`src/pkg/ahp_pkg.sv`:
```
// constants and types of the adc parallel host port
package ahp_pkg;
  localparam int DATA_W = 12;
  localparam int CFG_W = 8;
  localparam int CNT_W = 16;
  // configuration byte fields
  localparam int CFG_PWR_HI = 7;
  localparam int CFG_PWR_LO = 6;
  localparam int CFG_ACQ_BIT = 5;
  localparam int CFG_ANA_HI = 4;
  localparam logic [1:0] PWR_FULL_DOWN = 2'h0;
  localparam logic [1:0] PWR_STANDBY = 2'h1;
  localparam logic [1:0] PWR_NORM_INT = 2'h2;
  localparam logic [1:0] PWR_NORM_EXT = 2'h3;
  localparam logic [CFG_W-1:0] CFG_RST = 8'h80;
  // pin sample vector: {data[7:0], ext clk, wr_n, rd_n, cs_n}
  localparam int PIN_CS = 0;
  localparam int PIN_RD = 1;
  localparam int PIN_WR = 2;
  localparam int PIN_XCLK = 3;
  localparam int PIN_DAT = 4;
  localparam int PIN_W = 12;
  localparam logic [PIN_W-1:0] SYNC_RST = 12'h007;
  // timing counts in i_clk cycles or conversion clock ticks
  localparam int ACQ_CYCLES = 12;
  localparam int CONV_TICKS = 13;
  localparam int INT_DIV = 8;
  typedef enum logic [1:0] {AHP_IDLE, AHP_ACQ_INT, AHP_ACQ_EXT, AHP_CONV} ahp_conv_st_t;
endpackage

```
`src/pkg/ahp_conv_if.sv`:
```
// link between the host port and the conversion sequencer
`timescale 1ns/10ps
interface ahp_conv_if;
  import ahp_pkg::*;
  logic start;
  logic acq_ext;
  logic clk_ext;
  logic end_acq;
  logic ext_fall;
  logic done;
  logic busy;
  logic acq_wait;
  logic [DATA_W-1:0] result;
  modport ctl (output start, acq_ext, clk_ext, end_acq, ext_fall,
               input done, busy, acq_wait, result);
  modport core (input start, acq_ext, clk_ext, end_acq, ext_fall,
                output done, busy, acq_wait, result);
endinterface

```
`src/ahp_host_port.sv`:
```
// parallel host port of a 12-bit successive approximation converter
//
// Contract
// - when a conversion ends and its result is ready, the done output goes low.
// - with chip select low, a falling read strobe starts a read that drives the result.
// - in internal acquisition mode a rising write strobe stores the config byte and, for top config bits 10 or 11, runs acquisition then conversion.
// - in external acquisition mode the next rising write strobe after the one that started it ends acquisition and starts conversion.
// - while chip select is high all twelve data lines are released.
// - the config byte arrives on the eight low bidirectional lines, the upper four only drive.
// - config bit 5 picks internally timed acquisition at 0 and write-strobe ended at 1.
// - top config bits 00 and 01 power down keeping the clock mode, 10 and 11 run on internal or external clock.
`timescale 1ns/10ps
module ahp_host_port
  import ahp_pkg::*;
#(
  parameter int ACQ_N = ahp_pkg::ACQ_CYCLES,
  parameter int CONV_N = ahp_pkg::CONV_TICKS,
  parameter int DIV_N = ahp_pkg::INT_DIV
) (
  // clock and reset
  input wire logic i_clk,
  input wire logic i_sys_rst,
  input wire logic i_clk_en,
  // host strobes and conversion clock pin
  input wire logic i_cs_n,
  input wire logic i_rd_n,
  input wire logic i_wr_n,
  input wire logic i_ext_clk,
  // parallel data bus, low byte two-way, upper nibble drive only
  input wire logic [ahp_pkg::CFG_W-1:0] i_data,
  output logic [ahp_pkg::DATA_W-1:0] o_data,
  output logic [ahp_pkg::DATA_W-1:0] o_data_oe,
  // conversion done, active low
  output logic o_done_n,
  // analog side
  input wire logic [ahp_pkg::DATA_W-1:0] i_sample,
  output logic [1:0] o_power_mode,
  output logic o_ext_clk_mode,
  output logic [ahp_pkg::CFG_ANA_HI:0] o_analog_cfg
);
  import ahp_pkg::*;

  // three sample stages: two settle the pins, the third gives the edge
  typedef struct packed {
    logic [PIN_W-1:0] s1;
    logic [PIN_W-1:0] s2;
    logic [PIN_W-1:0] s3;
    logic [CFG_W-1:0] cfg;
    logic ext_clk_mode;
    logic done_n;
    logic read_act;
    logic [DATA_W-1:0] dout;
  } ahp_port_t;

  // edge tests on the sampled pin vector
  function automatic logic fell(input logic [PIN_W-1:0] old_v, input logic [PIN_W-1:0] new_v,
                                input int idx);
    fell = old_v[idx] && !new_v[idx];
  endfunction

  function automatic logic rose(input logic [PIN_W-1:0] old_v, input logic [PIN_W-1:0] new_v,
                                input int idx);
    rose = !old_v[idx] && new_v[idx];
  endfunction

  ahp_port_t q;
  ahp_port_t d;
  ahp_conv_if cif ();

  // decoded strobe events and the byte they carry
  logic cs_lo;
  logic rd_fall;
  logic wr_rise;
  logic [CFG_W-1:0] wr_byte;
  logic [1:0] new_pwr;
  logic new_mode;

  // edges only from the second and third stages
  assign cs_lo = !q.s2[PIN_CS];
  assign rd_fall = fell(q.s3, q.s2, PIN_RD);
  assign wr_rise = rose(q.s3, q.s2, PIN_WR);
  // byte sampled together with the strobe, taken while it was still low
  assign wr_byte = q.s3[PIN_DAT +: CFG_W];
  assign new_pwr = wr_byte[CFG_PWR_HI:CFG_PWR_LO];
  // power-down codes leave the clock mode as it was
  assign new_mode = new_pwr[1] ? (new_pwr == PWR_NORM_EXT) : q.ext_clk_mode;

  always_comb begin
    d = q;
    cif.start = 1'b0;
    cif.end_acq = 1'b0;
    cif.acq_ext = wr_byte[CFG_ACQ_BIT];
    cif.clk_ext = new_mode;
    // the pin clock is sampled, so only its falling edges count as ticks
    cif.ext_fall = fell(q.s3, q.s2, PIN_XCLK);
    if (i_clk_en) begin
      d.s1 = {i_data, i_ext_clk, i_wr_n, i_rd_n, i_cs_n};
      d.s2 = q.s1;
      d.s3 = q.s2;
      if (wr_rise && cs_lo) begin
        if (cif.acq_wait) begin
          cif.end_acq = 1'b1;
        end else if (!cif.busy) begin
          d.cfg = wr_byte;
          d.ext_clk_mode = new_mode;
          cif.start = new_pwr[1];
        end
        // writes during a conversion are ignored; the host must hold off
      end
      // result copied at read start so a later conversion cannot tear it
      if (rd_fall && cs_lo) begin
        d.read_act = 1'b1;
        d.dout = cif.result;
      end else if (!cs_lo || q.s2[PIN_RD]) begin
        d.read_act = 1'b0;
      end
      // a finishing conversion wins over a read in the same cycle
      if (cif.done) begin
        d.done_n = 1'b0;
      end else if (rd_fall && cs_lo) begin
        d.done_n = 1'b1;
      end
    end
  end

  // stages reset to idle pin levels so no false strobe edge follows reset
  always_ff @(posedge i_clk or posedge i_sys_rst) begin
    if (i_sys_rst) begin
      q <= '{s1: SYNC_RST, s2: SYNC_RST, s3: SYNC_RST, cfg: CFG_RST, ext_clk_mode: 1'b0,
             done_n: 1'b1, read_act: 1'b0, dout: '0};
    end else begin
      q <= d;
    end
  end

  // the sequencer shares the enable, so a frozen port freezes the conversion too
  ahp_conv_core #(
    .ACQ_N(ACQ_N),
    .CONV_N(CONV_N),
    .DIV_N(DIV_N)
  ) u_core (
    .i_clk(i_clk),
    .i_sys_rst(i_sys_rst),
    .i_clk_en(i_clk_en),
    .i_sample(i_sample),
    .cif(cif.core)
  );

  // bus is released the moment the synchronised select goes high
  assign o_data_oe = {DATA_W{q.read_act && cs_lo}};
  assign o_data = q.dout;
  assign o_done_n = q.done_n;
  assign o_power_mode = q.cfg[CFG_PWR_HI:CFG_PWR_LO];
  assign o_ext_clk_mode = q.ext_clk_mode;
  assign o_analog_cfg = q.cfg[CFG_ANA_HI:0];
endmodule

```
`src/ahp_conv_core.sv`:
```
// acquisition and conversion sequencer of the adc parallel host port
`timescale 1ns/10ps
module ahp_conv_core
  import ahp_pkg::*;
#(
  parameter int ACQ_N = ahp_pkg::ACQ_CYCLES,
  parameter int CONV_N = ahp_pkg::CONV_TICKS,
  parameter int DIV_N = ahp_pkg::INT_DIV
) (
  // clock and reset
  input wire logic i_clk,
  input wire logic i_sys_rst,
  input wire logic i_clk_en,
  // converter value from the analog side
  input wire logic [ahp_pkg::DATA_W-1:0] i_sample,
  // link to the host port
  ahp_conv_if.core cif
);
  import ahp_pkg::*;

  typedef struct packed {
    ahp_conv_st_t st;
    logic [CNT_W-1:0] cnt;
    logic [CNT_W-1:0] div;
    logic ext;
    logic done;
    logic [DATA_W-1:0] result;
  } ahp_core_t;

  ahp_core_t q;
  ahp_core_t d;
  logic tick;

  // external clock ticks on its falling edge, internal one from a divider
  assign tick = q.ext ? cif.ext_fall : (q.div == CNT_W'(DIV_N - 1));

  always_comb begin
    d = q;
    if (i_clk_en) begin
      d.done = 1'b0;
      unique case (q.st)
        AHP_IDLE: begin
          if (cif.start) begin
            d.ext = cif.clk_ext;
            d.cnt = '0;
            d.div = '0;
            d.st = cif.acq_ext ? AHP_ACQ_EXT : AHP_ACQ_INT;
          end
        end
        AHP_ACQ_INT: begin
          d.cnt = q.cnt + 1'b1;
          if (q.cnt == CNT_W'(ACQ_N - 1)) begin
            d.cnt = '0;
            d.st = AHP_CONV;
          end
        end
        AHP_ACQ_EXT: begin
          if (cif.end_acq) begin
            d.st = AHP_CONV;
          end
        end
        AHP_CONV: begin
          d.div = tick ? '0 : q.div + 1'b1;
          if (tick) begin
            d.cnt = q.cnt + 1'b1;
            if (q.cnt == CNT_W'(CONV_N - 1)) begin
              d.result = i_sample;
              d.done = 1'b1;
              d.st = AHP_IDLE;
            end
          end
        end
      endcase
    end
  end

  always_ff @(posedge i_clk or posedge i_sys_rst) begin
    if (i_sys_rst) begin
      q <= '{st: AHP_IDLE, cnt: '0, div: '0, ext: 1'b0, done: 1'b0, result: '0};
    end else begin
      q <= d;
    end
  end

  assign cif.done = q.done;
  assign cif.busy = (q.st != AHP_IDLE);
  assign cif.acq_wait = (q.st == AHP_ACQ_EXT);
  assign cif.result = q.result;
endmodule

```
`config.mk`:
```
export PLATFORM = sky130hd
export DESIGN_NAME = ahp_host_port
export DESIGN_NICKNAME = d
export VERILOG_FILES = /design/src/pkg/ahp_pkg.sv /design/src/pkg/ahp_conv_if.sv /design/src/ahp_host_port.sv /design/src/ahp_conv_core.sv
export SDC_FILE = /design/constraint.sdc
export NUM_CORES = 1
export LEC_CHECK = 0
export ABC_AREA = 1
export BUFFER_PORTS_ARGS = -buffer_cell sky130_fd_sc_hd__buf_4
export CAP_MARGIN = 20
export CELL_PAD_IN_SITES_DETAIL_PLACEMENT = 1
export CELL_PAD_IN_SITES_GLOBAL_PLACEMENT = 1
export CORE_UTILIZATION = 47
export CTS_CLUSTER_SIZE = 16
export DETAILED_ROUTE_END_ITERATION = 16
export PLACE_DENSITY_LB_ADDON = 0.1
export SETUP_SLACK_MARGIN = 0.2
export SLEW_MARGIN = 20
export SYNTH_ARGS = -nofsm -noshare
export SYNTH_HDL_FRONTEND = slang
export SYNTH_SLANG_ARGS = --single-unit
```
`constraint.sdc`:
```
create_clock -name i_clk -period 6.5 [get_ports i_clk]
set_clock_uncertainty 0.15 [all_clocks]
set_input_delay 0.65 -clock i_clk [delete_from_list [all_inputs] [get_ports i_clk]]
set_output_delay 0.65 -clock i_clk [all_outputs]
set_load 0.01 [all_outputs]
```
==> Word level (Yosys, flattened, before mapping) <==
Index checks and enable logic that the tools add are counted.
{ "classes": {"eq_ne": 12, "n_bitwise": 2, "n_reduce_logical": 26, "addsub": 2, "muxes": 26} }
{ "op_table": {"columns": ["operator", "n"], "rows": [
  ["$pmux 16 s3", 1],
  ["$mux 13", 3],
  ["$mux 18", 2],
  ["$mux 35", 1],
  ["$add 16x1->16 const B", 2],
  ["$eq 16x4->1 const B", 2],
  ["$pmux 16 s2", 1],
  ["$eq 16x3->1 const B", 1],
  ["$mux 16", 1],
  ["$mux 1", 13],
  ["$reduce_and 4->1", 3],
  ["$pmux 2 s4", 1],
  ["$reduce_bool 2->1", 4],
  ["$eq 2x2->1 const B", 3],
  ["$logic_and 1x1->1", 6],
  ["$mux 2", 3],
  ["$ne 2x1->1 const B", 3],
  ["$reduce_and 2->1", 3],
  ["$reduce_and 3->1", 2],
  ["$reduce_and 6->1", 1],
  ["$logic_not 1->1", 4],
  ["$ne 2x2->1 const B", 2],
  ["$reduce_bool 3->1", 1],
  ["$eq 2x1->1 const B", 1],
  ["3 further kinds", 4]
]} }
{ "totals": {"in_bits": 27, "wordCells": 82, "out_inout_bits": 33, "register_bits": 107} }

==> Longest topological paths before layout <==
Gate-level depths: netlist (run 1).
{ "depth": {"depth_word": 7, "ltp_mapped": 12, "ltp_nobuf": 12} }

==> Hierarchy <==
Synthesis (run 1) repeated with hierarchy kept, for this count alone.
{ "hier_totals": {"cells_unflattened": 707, "hier_area_um2": 5490.3} }
{ "by_module_without_submodules": {"columns": ["mod", "area_per_inst_um2", "cells_each", "seq_area_each_um2", "instances"], "rows": [
  ["ahp_conv_core", 2996.6, 429, 1201.2, 1],
  ["ahp_host_port", 2493.6, 278, 1438.9, 1]
]} }

==> Least setup slack after synthesis (run 1) <==
Ideal clock, no wire load.
{ "synth_timing": {"kind": "register -> output", "from": "register q[35] (netlist bit)", "to": "output port o_data_oe[10] (netlist bit)", "stages_incl_launch_ff": 3, "setup_slack_ps": 4586, "t_arrival_ps": 1114, "cell_sequence": "dfstp_2 > nor2_1 > buf_4"} }
{ "synth_via": {"elab_chain_cells": 2} }
{ "synth_lines": {"columns": ["element", "line", "rtl"], "rows": [
  ["start, declared", "ahp_host_port.sv:66", "ahp_port_t q;"],
  ["start signal, assigned", "ahp_host_port.sv:129", "q <= '{s1: SYNC_RST, s2: SYNC_RST, s3: SYNC_RST, cfg: CFG_RST, ext_clk_mode: 1'b0,"],
  ["$logic_not 1->1", "ahp_host_port.sv:79", "assign cs_lo = !q.s2[PIN_CS];"],
  ["$logic_and 1x1->1", "ahp_host_port.sv:150", "assign o_data_oe = {DATA_W{q.read_act && cs_lo}};"],
  ["end, declared", "ahp_host_port.sv:32", "output logic [ahp_pkg::DATA_W-1:0] o_data_oe,"]
]} }
Every way passes these cells.

==> Worst setup path after layout (run 1) <==
{ "layout_timing": {"from": "input port i_clk_en", "to": "register u_core.q[22] (netlist bit)"} }
{ "layout_via": {"elab_chain_cells": 3} }
{ "layout_lines": {"columns": ["element", "line", "rtl"], "rows": [
  ["start, declared", "ahp_host_port.sv:23", "input wire logic i_clk_en,"],
  ["$mux 1", "ahp_host_port.sv:96", "if (i_clk_en) begin"],
  ["$ne 2x2->1 (no line)", null, null],
  ["$reduce_and 3->1 (no line) (*)", null, null],
  ["end signal, assigned", "ahp_conv_core.sv:79", "q <= '{st: AHP_IDLE, cnt: '0, div: '0, ext: 1'b0, done: 1'b0, result: '0};"],
  ["end, declared", "ahp_conv_core.sv:30", "ahp_core_t q;"]
]} }
Mark *: on every way between the ends. The rest lies on a longest branch, timed or not.
A chain may end at the register's enable or synchronous reset.

==> results by stage, run 1 <==
Setup path:
- In this run the critical register-to-register path is launched from u_core.q[14].
- The setup slack of the most critical reg-to-reg path is approximately 4.4 ns.
- The classification of the worst setup path is input pin to flop.
- The critical path required time is between 6 and 7 ns.
- The type of destination of the critical path is a flop.
- The worst setup path is launched from an input pin.
- STA puts the critical path data arrival time at 2.64 ns.
- The reg-to-reg critical path endpoint is u_core.cif.result[4].
- In this run the worst path has a maximum fanout of 49.
- The cell depth of the worst flop-to-flop path is 10.

Pwr:
- The internal portion of the total power is between 1 and 1.5 mW.
- For this design the total switching power over the nets is ~0.45 mW.
- The power per cell area is 263 nW/µm².
- The fraction of power consumed by sequential logic is 0.486.
- The logic gate share of total power is 0.148.
- The peak supply drop is between 200 and 250 µV.
- The net switching share of the total power is 0.286.
- The share of total power dissipated in the clock network is 0.366.
- Summed over all cells, the static leakage comes to slightly above 3 nW.
- The total power of the final layout is 1.56 mW.

STA:
- Setup violations remaining at the end of the flow were counted as 0.
- Setup repair after global routing left no endpoint under its margin.
- The count of final max-slew check failures is 0.
- The final-report hold violation count was 0.
- The actual slew at the worst max-slew pin is roughly 0.94 ns.
- Adding up every negative setup slack in the final design gives 0 ns.
- The minimum period implied by the final worst setup slack is about 2.5 ns.
- The ratio of final minimum period to clock period is 0.392.
- The worst relative slew slack is 0.374.
- Derived from the worst setup path, the maximum achievable clock frequency is approximately 400 MHz.
- The slack of the critical path is a little under 4 ns.

Status:
- The flow ran to the end, and the final reports show no timing, DRC or antenna violations.

Die:
- For this design the top-level I/O count stands at 60.
- The die is around 110 µm tall.
- The initial utilization of the core area, before any placement, comes to 0.487.
- The die covers about 12000 µm².
- In this run the standard cell core region covers approximately 11000 µm².
- The floorplan has 38 rows.
- The die span in x is between 100 and 150 µm.

CTS:
- The tree built by TritonCTS fans out to approximately 110 sinks.
- TritonCTS built the clock tree.
- The post-cts sizing count is 0.
- The cell sitting at the root of the clock tree is a sky130_fd_sc_hd__clkbuf_16.
- The hold buffer count at cts is 0.
- After clock tree synthesis, the setup repair step added 0 buffers.
- The H-tree depth is 3.
- The worst-case clock buffer depth is 2.
- Clock-pin slew was measured on the worst setup and hold paths at 0.07 ns.
- The clock reaches the later pin of the worst-skew pair after around 0.36 ns.
- Counting the buffers created by CTS gives 9.

Synthesis:
- By area the synthesized netlist is led by sky130_fd_sc_hd__dfrtp_1, sky130_fd_sc_hd__nand2_1, sky130_fd_sc_hd__inv_1.
- sky130_fd_sc_hd__dfrtp_1 takes more of the synthesized area than any other cell.
- The average instance in the mapped netlist occupies between 8 and 9 µm².
- Summing every instance area after synthesis gives between 5000 and 6000 µm².
- For this run, the register share of the synthesized area comes to 0.493.
- The net count after synthesis is between 600 and 700.
- The share of synthesized area in the top cell type comes to 0.444.
- After synthesis the netlist holds a flip-flop and latch count of ~110.
- The number of unique standard cell types used by synthesis is 39.
- The number of warnings issued by yosys is 0.
- The synthesized instance count is about 650.

Placement:
- The congestion estimate from routability-driven global placement came to around 0.78.
- The placed wire-length estimate after detailed placement is ~8 mm.
- The total placed instance area is roughly 5600 µm².
- The number of port buffers is just under 60.
- The worst setup slack before clock tree synthesis is between 3 and 4 ns.

GRT:
- The number of global-route vias before repair is approximately 4300.
- For this run, the total global-route usage over all layers was measured as 0.215.
- The pin count of the biggest net entering global routing is 71.
- The total grt overflow is 0.
- The global-route wire length before repair is a little under 20 mm.
- The number of antenna violations at the first check in global routing is 0.

Detailed routing:
- The per-cell routed wire length is about 14 µm.
- Before antenna repair, the detailed router went through 4 iterations.
- The count of nets left with antenna violations once routing finished came out at 0.
- In the routed layout, each cell is associated on average with a via count of around 4.9.
- The number of violations reported at the end of detailed-routing iteration 0 is between 150 and 200.
- The total detailed-routing wirelength is 11.6 mm.
- The count of unresolved DRC violations after routing is 0.
- Across all layers, the routed design uses roughly 4000 vias.

Final layout:
- Leaving out fill and tap cells, the most frequent cell in the layout is sky130_fd_sc_hd__nand2_1.
- After filler insertion, the fill cell instance count of the layout stands at ~1300.
- The diode insertion count for antenna repair is 0.
- The share of cells above drive strength 1 is 0.195.
- The net total in the final layout is about 700.
- The design area is 5950 µm².
- At the end of the flow the core is filled with cells to 0.542.
- The top cell types in the final layout, fill and taps aside, are sky130_fd_sc_hd__nand2_1, sky130_fd_sc_hd__dfrtp_1, sky130_fd_sc_hd__inv_1.
- The synthesis-to-layout area growth is 11.3%.

Hold path:
- The classification of the worst-slack hold path is input pin to async pin.

Run:
- The number of maximum-capacitance violations is 0.
## cell usage after synthesis (all sizes together)
cell / count
nand2: 203
dfrtp: 95
inv: 74
nor2: 67
o21ai: 65
buf: 41
nand3: 35
mux2: 12
dfstp: 10
xor2: 9
nor3: 7
clkbuf: 6
a21oi: 5
ha: 3
nand4: 3
o21bai: 3
a21o: 2
a31oi: 2
o211ai: 2
a22oi: 1
clkinv: 1
nand3b: 1
or2: 1
## metal layers
metal  routed length, µm  GRT usage  vias up  share of wire
li1                    -          -     2039              -
met1                5160      0.259     1942           0.45
met2                5970      0.385       43           0.52
met3                 291     0.0430       10          0.025
met4                 141     0.0666        0          0.012
met5                   0          0        -              0
## metrics by stage
step | instances | hold WS [ns]
2_1_floorplan | 648 | 0.255
3_3_place_gp | 801 | 0.268
3_5_place_dp | 801 | 0.275
4_1_cts | 817 | 0.173
5_1_grt | 817 | 0.190
6_report | 817 | 0.159
## registers in the layout, summed over array words and instances (netlist names)
signal and cells:
u_core.cif.done 1, new_pwr 2, u_core.cif.result 12, u_core.q 35
o_ext_clk_mode 1, o_data 12, cif.acq_ext 1, q 33
o_done_n 1, o_analog_cfg 5, o_power_mode 2
## power by group through the flow
stage | sequential [mW] | combinational, mW | clock, mW
global placement | 0.770 | 0.225 | 0
floorplan | 0.762 | 0.179 | 0
global route | 0.769 | 0.266 | 0.603
detailed placement | 0.773 | 0.235 | 0
finish | 0.760 | 0.232 | 0.573
CTS | 0.762 | 0.238 | 0.588
## worst max-delay path, stage by stage
cell                      delay, ns
sky130_fd_sc_hd__buf_4         0.36
sky130_fd_sc_hd__inv_1         0.53
sky130_fd_sc_hd__nor2_4        0.28
sky130_fd_sc_hd__inv_1         0.07
sky130_fd_sc_hd__nand2_2       0.31
sky130_fd_sc_hd__nand2_2       0.22
sky130_fd_sc_hd__o21ai_0       0.13
sky130_fd_sc_hd__nor2_1        0.07
## cell families after synthesis
| kind of cell | after synthesis | share of synthesized area |
|---|---|---|
| buf+inv | 122 | 0.116 |
| mux | 12 | 0.0253 |
| compound gates | 80 | 0.0924 |
| fa+ha+maj | 3 | 0.00702 |
| xor+xnor | 9 | 0.0147 |
| simple gates | 317 | 0.252 |
| flops | 105 | 0.493 |
## layout make-up
class	count	area, µm²	share of cell area
clock inverter	6	81.3	0.0137
multi-input combinational	421	2090	0.351
sequential	105	2640	0.443
clock buffer	10	229	0.0385
timing repair buffer	60	450	0.0757
inverter	75	285	0.0479
tap	140	175	0.0294
## how the worst max path moves through the flow
| stage | startpoint | endpoint | slack, ns | cells past startpoint |
|---|---|---|---|---|
| global route | i_clk_en | u_core.q[22] | 3.64 | 8 |
| global placement | i_clk_en | u_core.q[22] | 3.66 | 8 |
| detailed placement | i_clk_en | u_core.q[22] | 3.57 | 8 |
| floorplan | i_sys_rst | cif.acq_ext | 2.96 | 1 |
| finish | i_clk_en | u_core.q[22] | 3.95 | 8 |
| CTS | i_clk_en | u_core.q[22] | 3.93 | 8 |
Power figures use the tool's default switching activity.
==> inputs of run 2 (changes only) <==
--- a/config.mk
+++ b/config.mk
@@ -10,7 +10,7 @@
 export CAP_MARGIN = 20
 export CELL_PAD_IN_SITES_DETAIL_PLACEMENT = 1
 export CELL_PAD_IN_SITES_GLOBAL_PLACEMENT = 1
-export CORE_UTILIZATION = 47
+export CORE_UTILIZATION = 40
 export CTS_CLUSTER_SIZE = 16
 export DETAILED_ROUTE_END_ITERATION = 16
 export PLACE_DENSITY_LB_ADDON = 0.1
==> constraint.sdc (replaced) <==
create_clock -name i_clk -period 2.2 [get_ports i_clk]
set_clock_uncertainty 0.15 [all_clocks]
set_input_delay 0.22 -clock i_clk [delete_from_list [all_inputs] [get_ports i_clk]]
set_output_delay 0.22 -clock i_clk [all_outputs]
set_load 0.01 [all_outputs]
==> run 2 against run 1 <==
Compared with the run above: sequential power grew to 3.0 times the previous value; routed wire length increased by 4.7%; first-iteration DRC count fell by 13%; count of clock-buffer cells in the layout increased by 1; largest cell class unchanged; cell area rose by 6.6%; non-clock buffer count grew 30; combinational power grew to 3.2 times the previous value; worst hold slack worse by 0.16 ns; register-to-register slack got worse by 4.0 ns; worst setup slack worse by 3.6 ns.
==> results by stage, run 2 (synthesized netlist as in run 1, its figures left out) <==
Status:
- The flow ran to the end, and the final reports show no timing, DRC or antenna violations.

GRT:
- The overall track demand over capacity in global routing was 0.187 (-0.0280).
- The pin count of the biggest net entering global routing came to 45 (-37%).
- The number of global-route vias before repair is 4284 (-0.070%).
- The total grt overflow is 0 (unchanged).
- The number of antenna violations at the first check in global routing is 0 (unchanged).
- The global-route wire length before repair is 20.8 mm (+5.4%).

Pwr:
- The net switching share of the total power came to 0.291 (+0.00440).
- The share of power burned in the clock network is 0.345 (-0.021).
- The internal portion of total power was 3.25 mW (+190%).
- The logic gate share of total power is 0.164 (+0.016).
- The fraction of power consumed by sequential logic is 0.491 (+0.005).
- The leakage power summed over all cells is 3.18 nW (+4.2%).
- The peak supply drop is 472 µV (+97%).
- The net switching power was 1.33 mW (+200%).
- The power per cell area is 722 nW/µm² (+170%).

Detailed routing:
- The remaining antenna violation count after routing was 0 (unchanged).
- The average via count per standard cell is 4.75 (-3.7%).
- The number of violations reported at the end of detailed-routing iteration 0 is 155 (-13%).
- The count of unresolved DRC violations after routing is 0 (unchanged).
- The total detailed-routing wirelength was 12.1 mm (+4.7%).
- The count of vias placed by the detailed router came to 4184 (+3.7%).
- The number of iterations in the first detailed-routing pass is 4 (unchanged).
- The per-cell routed wire length is 13.7 µm (-2.8%).

Final layout:
- The most common library cell in the layout ignoring fill and taps is sky130_fd_sc_hd__nand2_1.
- The largest register by flop count is u_core.q.
- The flip-flop count of the largest register, all copies and words added was 35 (unchanged).
- The synthesis-to-layout area growth is 18.6%.
- The net total in the final layout is 733 (+4.4%).
- The diode insertion count for antenna repair is 0 (unchanged).
- The share of cells above drive strength 1 is 0.201 (+0.00559).
- The utilization after layout is 0.495 (-0.0474).
- The top cell types in the final layout, fill and taps aside, are sky130_fd_sc_hd__nand2_1, sky130_fd_sc_hd__dfrtp_1, sky130_fd_sc_hd__inv_1.
- In the final layout, the registers with the most flip-flops are u_core.q (35), q (33).

Placement:
- The placed wire-length estimate after detailed placement is 8.34 mm (+2.2%).
- The number of port buffers is 59 (unchanged).
- The weighted congestion reported at the end of routability-driven placement is 0.797 (+2.2%).

Setup path:
- The critical path required time was 2.29 ns (-4.30 ns).
- The worst setup path endpoint is u_core.q[44].
- The number of buffers and inverters on the critical path came to 1 (-2).
- The total number of cells along the worst setup path is 10 (+2).
- The classification of the worst setup path is flop to flop.
- The critical path goes through ha_1 -> nand3_1 -> nor2_4 -> nand2_1 -> nor2_1 -> nand2_1 -> nand2_1 -> inv_1 -> nand2_1 -> nand2_1.
- The cell repeated most along the worst path is sky130_fd_sc_hd__nand2_1.
- The start point of the critical path is u_core.q[31].
- In this design, the largest share of critical-path delay is due to simple AND/OR/NAND/NOR gates.
- The critical path startpoint category is a flop.
- The worst setup path is captured at a flop.
- The peak fanout along the critical path is 5 (-90%).
- The arrival time at the worst endpoint was 1.93 ns (-0.71 ns).
- The highest-delay cell along the critical path is sky130_fd_sc_hd__dfrtp_1.
- The worst register-to-register path ends at u_core.q[44].
- The cell depth of the worst flop-to-flop path is 10 (unchanged).
- The worst stage delay on the critical path came to 0.41 ns (-0.12 ns).
- The startpoint identified for the worst register-to-register timing path is u_core.q[31].
- The setup slack of the most critical reg-to-reg path is 0.36 ns (-3.99 ns).

STA:
- The final-report hold violation count is 0 (unchanged).
- Of the available clock period, the critical path in the final layout requires 0.837.
- The worst relative slew slack came to 0.600 (+0.227).
- The setup TNS is 0 ns (unchanged).
- The actual slew at the worst max-slew pin is 0.598 ns (-0.340 ns).
- The count of final max-slew check failures is 0 (unchanged).
- The minimum period implied by the final worst setup slack is 1.84 ns.
- The final setup violation count is 0 (unchanged).
- Setup repair after global routing could not meet its margin everywhere.
- The worst hold slack is 0.00432 ns (-0.155 ns).
- Timing would allow up to around 540 MHz.

Die:
- The count of pins on the block boundary is 60 (unchanged).
- The starting density of the core is 0.417 (-0.0700).
- The die span in x was 118 µm (+8.2%).
- The die area is 13800 µm² (+17%).
- The vertical die dimension came to 118 µm (+8.2%).
- The core region area is 12800 µm² (+17%).
- The number of standard-cell rows in the floorplan is 41 (+7.9%).

CTS:
- The source-to-sink clock delay at the later pin of the worst-skew pair is 0.36 ns (about the same).
- The worst-case clock buffer depth came to 2 (unchanged).
- The clock slew at the register clock pins of the worst setup and hold paths is 0.08 ns (about the same).
- The TritonCTS clock tree is yes.
- The number of buffers added by the clock tree synthesis step is 9 (unchanged).
- The setup fix buffers added after clock tree synthesis came to 0 (unchanged).
- The H-tree depth came to 3 (unchanged).
- The clock sink count is 105 (unchanged).
- The cell at the root of the clock tree is sky130_fd_sc_hd__clkbuf_16.

Hold path:
- The path class of the tightest hold or removal check is input pin to flop.

Run:
- The number of maximum-capacitance violations is 0 (unchanged).
## run 2: per-layer routing
| metal | vias to the layer above | GRT usage | part of all wire |
|---|---|---|---|
| met5 | - | 0 | 0 |
| met4 | 0 | 0.0497 | 0.0096 |
| met3 | 11 | 0.0465 | 0.024 |
| met2 | 36 | 0.317 | 0.50 |
| met1 | 2031 | 0.237 | 0.47 |
| li1 | 2106 | - | - |
## run 2: power by group through the flow
stage	registers, mW	clock network [mW]	logic [mW]
after floorplan	2.25	0	0.530
after global placement	2.28	0	0.693
after detailed placement	2.29	0	0.715
after CTS	2.25	1.62	0.765
after global routing	2.28	1.70	0.847
final	2.25	1.58	0.751
## run 2: worst min path at each step
| stage | depth (start not counted) | startpoint | endpoint |
|---|---|---|---|
| detailed placement | 2 | i_sys_rst | o_analog_cfg[3] |
| CTS | 2 | i_clk_en | q[37] |
| floorplan | 2 | i_rd_n | q[48] |
| global route | 2 | i_clk_en | q[37] |
| finish | 2 | i_clk_en | q[37] |
| global placement | 2 | i_sys_rst | o_analog_cfg[3] |
## run 2: metrics by stage
| stage | cells | instance area [µm²] | total power, mW | setup slack [ns] |
|---|---|---|---|---|
| 6_report | 880 | 6340 | 4.58 | 0.359 |
| 5_1_grt | 880 | 6340 | 4.83 | 0.159 |
| 4_1_cts | 880 | 6320 | 4.63 | 0.212 |
| 3_5_place_dp | 838 | 5760 | 3.00 | 0.193 |
| 3_3_place_gp | 838 | 5760 | 2.97 | 0.273 |
| 2_1_floorplan | 648 | 5350 | 2.78 | 0.532 |
## run 2: area by class of cell
class | instances | area [µm²]
multi-input combinational | 422 | 2140
clock inverter | 5 | 45.0
clock buffer | 11 | 243
inverter | 75 | 287
sequential | 105 | 2640
fill | 1551 | 6480
tap | 172 | 215
timing repair buffer | 90 | 776
## run 2: what timing repair did
| action | in CTS | in global routing |
|---|---|---|
| endpoints found under the setup margin | 8 | 46 |
| resized for setup | 2 | 6 |
| cloned | 1 | 0 |
| hold buffers | 25 | 0 |
| endpoints found under the hold margin | 45 | 0 |
| pin swaps | 0 | 1 |
